--- src/common/cdt_pkg.sv ---
/*
  Shared constants for the card detection threshold unit: register indices
  and byte addresses, field positions, reset values, event bits, timing and
  the sequencer state type.
  Assumes a 100 MHz system clock and an APB register bus with 32-bit data.
*/
`default_nettype none

package cdt_pkg;

  localparam int unsigned ADDR_W = 12;

  // offsets are register indices; the byte address is index * 4
  localparam logic [7:0] IDX_OPTIONS  = 8'h3a;
  localparam logic [7:0] IDX_Q_LOWER  = 8'h3f;
  localparam logic [7:0] IDX_Q_UPPER  = 8'h40;
  localparam logic [7:0] IDX_I_LOWER  = 8'h41;
  localparam logic [7:0] IDX_I_RESULT = 8'h42;
  localparam logic [7:0] IDX_Q_RESULT = 8'h43;
  localparam logic [7:0] IDX_EVT_STAT = 8'h50;
  localparam logic [7:0] IDX_EVT_EN   = 8'h51;
  localparam logic [7:0] IDX_EVT_CLR  = 8'h52;

  localparam logic [ADDR_W-1:0] ADDR_OPTIONS  = {2'h0, IDX_OPTIONS, 2'h0};
  localparam logic [ADDR_W-1:0] ADDR_Q_LOWER  = {2'h0, IDX_Q_LOWER, 2'h0};
  localparam logic [ADDR_W-1:0] ADDR_Q_UPPER  = {2'h0, IDX_Q_UPPER, 2'h0};
  localparam logic [ADDR_W-1:0] ADDR_I_LOWER  = {2'h0, IDX_I_LOWER, 2'h0};
  localparam logic [ADDR_W-1:0] ADDR_I_RESULT = {2'h0, IDX_I_RESULT, 2'h0};
  localparam logic [ADDR_W-1:0] ADDR_Q_RESULT = {2'h0, IDX_Q_RESULT, 2'h0};
  localparam logic [ADDR_W-1:0] ADDR_EVT_STAT = {2'h0, IDX_EVT_STAT, 2'h0};
  localparam logic [ADDR_W-1:0] ADDR_EVT_EN   = {2'h0, IDX_EVT_EN, 2'h0};
  localparam logic [ADDR_W-1:0] ADDR_EVT_CLR  = {2'h0, IDX_EVT_CLR, 2'h0};

  // field positions
  localparam int unsigned BORDER_W      = 6;
  localparam int unsigned IUP_SLICE_POS = 6;
  localparam int unsigned SUPPRESS_POS  = 6;
  localparam int unsigned OPT_DRIVE_POS = 3;
  localparam int unsigned OPT_FILT_POS  = 2;
  localparam int unsigned OPT_QCHG_POS  = 1;
  localparam int unsigned OPT_ICHG_POS  = 0;

  // event bits of the status, enable and clear registers
  localparam int unsigned EVT_W        = 3;
  localparam int unsigned EVT_DETECT   = 0;
  localparam int unsigned EVT_RUN_DONE = 1;
  localparam int unsigned EVT_TIMEOUT  = 2;

  localparam logic [7:0]       BORDER_RST = 8'h00;
  localparam logic [5:0]       RESULT_RST = 6'h00;
  localparam logic [EVT_W-1:0] EVT_RST    = 3'h0;

  // longest sampling time, rounded down to whole cycles
  localparam int unsigned CLK_PERIOD_NS  = 10;
  localparam int unsigned SAMPLE_MAX_NS  = 4720;
  localparam int unsigned SAMPLE_MAX_CYC = SAMPLE_MAX_NS / CLK_PERIOD_NS;

  typedef enum logic [2:0] {
    ST_IDLE   = 3'b001,
    ST_SAMPLE = 3'b010,
    ST_EVAL   = 3'b100
  } cdt_state_type;

endpackage

`default_nettype wire

--- src/logic/cdt_threshold_unit.sv ---
/*
  Card detection threshold unit: border registers, result registers, option
  register, run sequencer with sampling bound, border decision and the event
  interrupt registers, all behind an APB slave.
  Assumes the measurement front end runs on sys_clk and drives runStart,
  runDone, the channel values and the change flags synchronously.
*/
`timescale 1ns/1ps
`default_nettype none

// Notes on behaviour
// - upper I border built from three registers
// - slices 5:4, 3:2, 1:0 from q_low, q_up, i_low
// - I above upper border raises detect request
// - Q above lower Q border raises request
// - Q above upper Q border raises request
// - I below lower I border raises request
// - last I result readable, bits 7:6 zero
// - last Q result readable, bit 7 zero
// - suppress bit blocks requests until next run
// - options register only on newer variant
// - option bit 3 selects full drive level
// - filter option; sampling bounded to 4.72 us
// - Q change flag, only with filter
// - I change flag, only with filter
module cdt_threshold_unit
  import cdt_pkg::*;
#(
  parameter bit          NEWER_VARIANT = 1'b1,
  parameter int unsigned SAMPLE_LIMIT  = SAMPLE_MAX_CYC
)(
  input  wire logic              sys_clk,
  input  wire logic              rstn,
  input  wire logic              psel,
  input  wire logic              penable,
  input  wire logic              pwrite,
  input  wire logic [ADDR_W-1:0] paddr,
  input  wire logic [31:0]       pwdata,
  input  wire logic [3:0]        pstrb,
  output logic                   pready,
  output logic [31:0]            prdata,
  output logic                   pslverr,
  input  wire logic              runStart,
  input  wire logic              runDone,
  input  wire logic [5:0]        measI,
  input  wire logic [5:0]        measQ,
  input  wire logic              iChanging,
  input  wire logic              qChanging,
  output logic                   sampleActive,
  output logic                   fullDriveSelect,
  output logic                   noiseFilterEnable,
  output logic                   detectInterruptFlag,
  output logic                   irq
);

  localparam int SmpBound = int'(SAMPLE_LIMIT) + 1;

  cdt_state_type state_q;
  cdt_state_type state_d;

  logic [7:0]       qLowerReg_q;
  logic [7:0]       qUpperReg_q;
  logic [7:0]       iLowerReg_q;
  logic [5:0]       iResult_q;
  logic [5:0]       qResult_q;
  logic             suppress_q;
  logic             optDrive_q;
  logic             optFilter_q;
  logic             iChg_q;
  logic             qChg_q;
  logic [8:0]       sampleCnt_q;
  logic             detectReq_q;
  logic [EVT_W-1:0] evtStat_q;
  logic [EVT_W-1:0] evtEn_q;
  logic [31:0]      prdata_q;
  logic             pslverr_q;

  logic             wrEn;
  logic [5:0]       iUpperBorder;
  logic             sampleEnd;
  logic             timedOut;
  logic             hitIUpper;
  logic             hitILower;
  logic             hitQUpper;
  logic             hitQLower;
  logic             hit;
  logic [EVT_W-1:0] evtSet;
  logic [31:0]      rdMux;
  logic             rdErr;

  // zero wait states: every access completes in its first access cycle
  assign pready = 1'b1;
  assign prdata = prdata_q;
  assign pslverr = pslverr_q;
  // byte lane 0 carries all fields, so a write without it changes nothing
  assign wrEn = psel && penable && pwrite && pstrb[0];

  assign iUpperBorder = {qLowerReg_q[7:IUP_SLICE_POS], qUpperReg_q[7:IUP_SLICE_POS],
                         iLowerReg_q[7:IUP_SLICE_POS]};

  always_ff @(posedge sys_clk or negedge rstn)
  begin
    if (!rstn)
    begin
      qLowerReg_q <= BORDER_RST;
      qUpperReg_q <= BORDER_RST;
      iLowerReg_q <= BORDER_RST;
    end
    else if (wrEn)
    begin
      if (paddr == ADDR_Q_LOWER)
        qLowerReg_q <= pwdata[7:0];
      if (paddr == ADDR_Q_UPPER)
        qUpperReg_q <= pwdata[7:0];
      if (paddr == ADDR_I_LOWER)
        iLowerReg_q <= pwdata[7:0];
    end
  end

  // the older variant keeps the options location reserved: writes dropped
  always_ff @(posedge sys_clk or negedge rstn)
  begin
    if (!rstn)
    begin
      optDrive_q  <= 1'b0;
      optFilter_q <= 1'b0;
    end
    else if (NEWER_VARIANT && wrEn && paddr == ADDR_OPTIONS)
    begin
      optDrive_q  <= pwdata[OPT_DRIVE_POS];
      optFilter_q <= pwdata[OPT_FILT_POS];
    end
  end

  assign fullDriveSelect = optDrive_q;
  assign noiseFilterEnable = optFilter_q;

  // sequencer: a run samples until the front end ends it or the bound hits
  assign timedOut = (sampleCnt_q >= 9'(SAMPLE_LIMIT - 1));
  assign sampleEnd = (state_q == ST_SAMPLE) && (runDone || timedOut);
  assign sampleActive = (state_q == ST_SAMPLE);

  always_comb
  begin
    state_d = state_q;
    unique case (state_q)
      ST_IDLE:
        if (runStart)
          state_d = ST_SAMPLE;
      ST_SAMPLE:
        if (sampleEnd)
          state_d = ST_EVAL;
      ST_EVAL:
        state_d = ST_IDLE;
      default:
        state_d = ST_IDLE;
    endcase
  end

  always_ff @(posedge sys_clk or negedge rstn)
  begin
    if (!rstn)
      state_q <= ST_IDLE;
    else
      state_q <= state_d;
  end

  always_ff @(posedge sys_clk or negedge rstn)
  begin
    if (!rstn)
      sampleCnt_q <= 9'h000;
    else if (state_q == ST_SAMPLE)
      sampleCnt_q <= sampleCnt_q + 9'h001;
    else
      sampleCnt_q <= 9'h000;
  end

  // results and change flags are taken once, at the end of sampling
  always_ff @(posedge sys_clk or negedge rstn)
  begin
    if (!rstn)
    begin
      iResult_q <= RESULT_RST;
      qResult_q <= RESULT_RST;
      iChg_q    <= 1'b0;
      qChg_q    <= 1'b0;
    end
    else if (sampleEnd)
    begin
      iResult_q <= measI;
      qResult_q <= measQ;
      iChg_q    <= iChanging && optFilter_q;
      qChg_q    <= qChanging && optFilter_q;
    end
  end

  // a software set in the same cycle as a run start wins: it is the newer request
  always_ff @(posedge sys_clk or negedge rstn)
  begin
    if (!rstn)
      suppress_q <= 1'b0;
    else if (wrEn && paddr == ADDR_Q_RESULT)
      suppress_q <= pwdata[SUPPRESS_POS];
    else if (state_q == ST_IDLE && runStart)
      suppress_q <= 1'b0;
  end

  // decision uses only the captured results, one cycle after capture
  assign hitIUpper = iResult_q > iUpperBorder;
  assign hitQLower = qResult_q > qLowerReg_q[BORDER_W-1:0];
  assign hitQUpper = qResult_q > qUpperReg_q[BORDER_W-1:0];
  assign hitILower = iResult_q < iLowerReg_q[BORDER_W-1:0];
  assign hit = hitIUpper || hitQLower || hitQUpper || hitILower;

  always_ff @(posedge sys_clk or negedge rstn)
  begin
    if (!rstn)
      detectReq_q <= 1'b0;
    else
      detectReq_q <= (state_q == ST_EVAL) && hit && !suppress_q;
  end

  assign detectInterruptFlag = detectReq_q;

  // event status: sticky, set wins over a clear in the same cycle
  always_comb
  begin
    evtSet = EVT_RST;
    evtSet[EVT_DETECT]   = detectReq_q;
    evtSet[EVT_RUN_DONE] = sampleEnd;
    evtSet[EVT_TIMEOUT]  = sampleEnd && !runDone;
  end

  always_ff @(posedge sys_clk or negedge rstn)
  begin
    if (!rstn)
      evtStat_q <= EVT_RST;
    else if (wrEn && paddr == ADDR_EVT_CLR)
      evtStat_q <= (evtStat_q & ~pwdata[EVT_W-1:0]) | evtSet;
    else
      evtStat_q <= evtStat_q | evtSet;
  end

  always_ff @(posedge sys_clk or negedge rstn)
  begin
    if (!rstn)
      evtEn_q <= EVT_RST;
    else if (wrEn && paddr == ADDR_EVT_EN)
      evtEn_q <= pwdata[EVT_W-1:0];
  end

  assign irq = |(evtStat_q & evtEn_q);

  always_comb
  begin
    rdMux = 32'h0000_0000;
    rdErr = 1'b0;
    unique case (paddr)
      ADDR_OPTIONS:
        if (NEWER_VARIANT)
          rdMux[3:0] = {optDrive_q, optFilter_q, qChg_q, iChg_q};
      ADDR_Q_LOWER:
        rdMux[7:0] = qLowerReg_q;
      ADDR_Q_UPPER:
        rdMux[7:0] = qUpperReg_q;
      ADDR_I_LOWER:
        rdMux[7:0] = iLowerReg_q;
      ADDR_I_RESULT:
        rdMux[5:0] = iResult_q;
      ADDR_Q_RESULT:
        rdMux[6:0] = {suppress_q, qResult_q};
      ADDR_EVT_STAT:
        rdMux[EVT_W-1:0] = evtStat_q;
      ADDR_EVT_EN:
        rdMux[EVT_W-1:0] = evtEn_q;
      ADDR_EVT_CLR:
        rdMux = 32'h0000_0000;
      default:
        rdErr = 1'b1;
    endcase
  end

  // read data and error are taken in the setup cycle and stand in the access cycle
  always_ff @(posedge sys_clk or negedge rstn)
  begin
    if (!rstn)
    begin
      prdata_q  <= 32'h0000_0000;
      pslverr_q <= 1'b0;
    end
    else if (psel && !penable)
    begin
      prdata_q  <= pwrite ? 32'h0000_0000 : rdMux;
      pslverr_q <= rdErr;
    end
  end
endmodule

`default_nettype wire
--- config.mk ---
export PLATFORM = sky130hd
export DESIGN_NAME = cdt_threshold_unit
export DESIGN_NICKNAME = d
export VERILOG_FILES = /design/src/common/cdt_pkg.sv /design/src/logic/cdt_threshold_unit.sv
export SDC_FILE = /design/constraint.sdc
export NUM_CORES = 1
export LEC_CHECK = 0
export ABC_AREA = 1
export BUFFER_PORTS_ARGS = -buffer_cell sky130_fd_sc_hd__buf_2
export CORE_UTILIZATION = 40
export CTS_CLUSTER_SIZE = 28
export DETAILED_ROUTE_END_ITERATION = 7
export GPL_TIMING_DRIVEN = 0
export PLACE_DENSITY_LB_ADDON = 0.1
export SYNTH_ARGS = -nofsm -noshare
export SYNTH_HDL_FRONTEND = slang
export SYNTH_SLANG_ARGS = --single-unit
--- constraint.sdc ---
create_clock -name sys_clk -period 2.2 [get_ports sys_clk]
set_input_delay 0.11 -clock sys_clk [delete_from_list [all_inputs] [get_ports sys_clk]]
set_output_delay 0.11 -clock sys_clk [all_outputs]
set_load 0.05 [all_outputs]
==> run_results.csv <==
group,metric,value,unit
cells_and_area,final_cells,805,
timing,fmax,516,MHz
synthesis,fraction_of_synthesis_flops_using_an_asynchronous_set_or_reset_pin,1.00,
power,cellPowerDensity,741,nW/um^2
critical_path,cp.required,2090,ps
timing,worst_slack,262,ps
synthesis,netlist_area,4300,sq um
timing,timing.final.hold_violations,0,
cells_and_area,area_growth_syn_to_layout,20.9,%
synthesis,post_synth_inst_count,561,
global_route,pin_count_of_the_biggest_net_entering_global_routing,70,
critical_path,critical_path.max_fanout,10,
detailed_routing,vias,3883,
critical_path,crit_path_top_delay_cell,"sky130_fd_sc_hd__dfrtp_1",
synthesis,netlist-cell-type-count,34,
global_route,grt_pass1_wl,17.8,mm
critical_path,worst-r2r-setup-slack,600,ps
status,outcome,"completed",
detailed_routing,postRouteAntennaNets,0,
die,coreArea,10400,sq um
die,design.die.area,11200,sq um
cts,post_cts_sizing_count,0,
timing,setup_tns,0,ps
cells_and_area,nets,757,
critical_path,crit_path_cell_trace,"nor3_2 > buf_2 > buf_2 > buf_2",
die,horizontal_die_dimension,106,um
critical_path,critical-path-top-cell-by-count,"sky130_fd_sc_hd__buf_2",
timing,worst_pin_slew,861,ps
cts,numClockSinks,69,
place,gp_routability_congestion,0.900,
synthesis,synth.avg_cell_area,7.66,sq um
cells_and_area,fill_cell_count,1081,
cells_and_area,layout_commonest_cell,"sky130_fd_sc_hd__nand2_1",
power,irDropWorstVdd,452,uV
timing,setup_viol_count_final,0,
timing,final-max-slew-violation-count,0,
cts,clock_latency,350,ps
cts,cts_root_buf,"sky130_fd_sc_hd__clkbuf_8",
global_route,grt_pass1_vias,3623,
cts,cts_made_buffers,9,
detailed_routing,postRouteWirelength,10.9,mm
place,post-dp-hpwl,8.48,mm
synthesis,synth-edff-count,0,
die,row_count,37,
synthesis,ys_seq_elements,69,
detailed_routing,detail_route.first_pass.iterations,5,
global_route,grt_antenna_before_repair,0,
critical_path,cp-end-kind,"primary output",
timing,skew,10.3,ps
place,numPortBuffers,55,
place,place.detailed.instances,775,
synthesis,ys.warnings.count,0,
synthesis,seq_area_frac_synth,0.402,
detailed_routing,initialDrtViolationCount,159,
min_path,timing.hold.worst.class,"in -> reg",
critical_path,cp.arrival,1830,ps
cts,worst_setup_hold_path_clk_slew,70,ps
timing,relative_slew_slack,0.426,
die,design.portCount,108,
detailed_routing,post_route_drc_violation_count,0,
cts,max-clock-path-buffers,2,
power,total_leakage_power,2.77,nW
global_route,grt-ovfl-total,0,
die,die_y_extent,106,um
cells_and_area,layout-drive-gt1-share,0.227,
timing,whs,16.7,ps
cts,cts_htree_levels,3,
synthesis,synth_ff_type,"sky130_fd_sc_hd__dfrtp_1",
critical_path,timing.setup.critical_path_class,"reg -> out",
cells_and_area,mostFrequentLayoutCells,"sky130_fd_sc_hd__nand2_1, sky130_fd_sc_hd__dfrtp_1, sky130_fd_sc_hd__inv_1",
detailed_routing,drt-vias-per-instance,4.82,
global_route,global_route.usage.total,0.209,
timing,fin_crit_sh,0.881,
cells_and_area,antenna_cells_inserted,0,
cts,clock_tree_from_tritoncts,"built",
job,max_cap_viols,0,
detailed_routing,drt-wirelength-per-cell,13.6,um
place,preCtsSetupSlack,618,ps
die,initial_utilization,0.415,
critical_path,startpoint_type,"flop",
cts,post-cts-setup-buffer-count,0,
timing,grt_setup_unrepaired,"false",
critical_path,crit_path_max_incr_delay,400,ps
timing,period_minus_ws_final,1940,ps
## critical path: cells and delay by family (launching register included)
family | cells | cell delay [ps]
buffers and inverters | 3 | 800
flip-flops | 1 | 400
AND/OR/NAND/NOR | 1 | 280
## cell families (layout without fill, tap and decap cells)
| group | Yosys count | count (layout) | share of synthesized area |
|---|---|---|---|
| compound gates | 70 | 70 | 0.0984 |
| other cells | 2 | 25 | 0.00175 |
| buf+inv | 104 | 189 | 0.121 |
| fa+ha+maj | 24 | 24 | 0.0698 |
| simple gates | 290 | 290 | 0.302 |
| mux | 2 | 2 | 0.00495 |
| flops | 69 | 69 | 0.402 |
## through the flow
stage               total power (W)  area [sq um]  utilization
global route                0.00412          5200        0.501
finish                      0.00385          5200        0.501
global placement            0.00265          4830        0.466
CTS                         0.00388          5200        0.501
floorplan                   0.00237          4390            -
detailed placement          0.00269          4830        0.466
## final cells by class
type / instances / area, sq um / area share
clock inverters: 6 / 86.3 / 0.0166
plain buffers: 33 / 255 / 0.0491
inverters: 71 / 267 / 0.0513
multi-input cells: 411 / 2140 / 0.411
well taps: 136 / 170 / 0.0327
clock buffers: 10 / 138 / 0.0265
flip-flops and latches: 69 / 1730 / 0.332
repair buffers: 69 / 418 / 0.0804
## Yosys cell counts, types with 5 or more instances
cell type                   n  share of area
sky130_fd_sc_hd__nand2_2    6         0.0087
sky130_fd_sc_hd__nand2_1  155           0.14
sky130_fd_sc_hd__nor2_1    45          0.039
sky130_fd_sc_hd__buf_4     26          0.045
sky130_fd_sc_hd__nand3_1   51          0.059
sky130_fd_sc_hd__nor2_4     5          0.013
sky130_fd_sc_hd__ha_1      24          0.070
sky130_fd_sc_hd__o21ai_2   14          0.029
sky130_fd_sc_hd__inv_1     64          0.056
sky130_fd_sc_hd__o21ai_0   23          0.027
sky130_fd_sc_hd__dfrtp_1   68           0.40
sky130_fd_sc_hd__a21oi_1    9          0.010
sky130_fd_sc_hd__nor2_2     6         0.0087
sky130_fd_sc_hd__inv_2      7         0.0061
sky130_fd_sc_hd__o21ai_1   16          0.019
sky130_fd_sc_hd__nor3_1     8         0.0093
## routing by layer
| metal | GRT usage | vias up | wire length, um |
|---|---|---|---|
| met3 | 0.0476 | 33 | 608 |
| met4 | 0.106 | 0 | 409 |
| met2 | 0.340 | 132 | 4950 |
| met5 | 0 | - | 0 |
| li1 | - | 1963 | - |
| met1 | 0.260 | 1755 | 4950 |
## where the power goes
| group | switching [W] | internal, W |
|---|---|---|
| combinational | 0.000663 | 0.000422 |
| clock | 0.000493 | 0.000667 |
| sequential | 0.000186 | 0.00142 |
| total | 0.00134 | 0.00251 |
## state kept, by name, indices dropped and copies added (netlist names)
name,count
detectInterruptFlag,1
evtEn_q,3
evtStat_q,3
fullDriveSelect,1
iChg_q,1
iLowerReg_q,8
iResult_q,6
noiseFilterEnable,1
prdata,8
pslverr,1
qChg_q,1
qLowerReg_q,8
qResult_q,6
qUpperReg_q,8
sampleCnt_q,9
state_q,3
suppress_q,1
## path summary, 6_finish.rpt
check | startpoint | to | depth (start not counted)
max | state_q[2] | sampleActive | 4
min | measI[1] | iResult_q[1] | 3
max in group asynchronous | rstn | evtStat_q[0] | 2
min reg2reg | prdata[1] | prdata[1] | 2
min in group asynchronous | rstn | prdata[1] | 2
max reg2reg | qResult_q[5] | detectInterruptFlag | 9
## repair_timing
action / in CTS / in global routing
hold endpoints to repair: 81 / 0
hold buffers: 14 / 0
endpoints found under the setup margin: 0 / 0
Note: power is estimated with default switching activity, not from simulation.
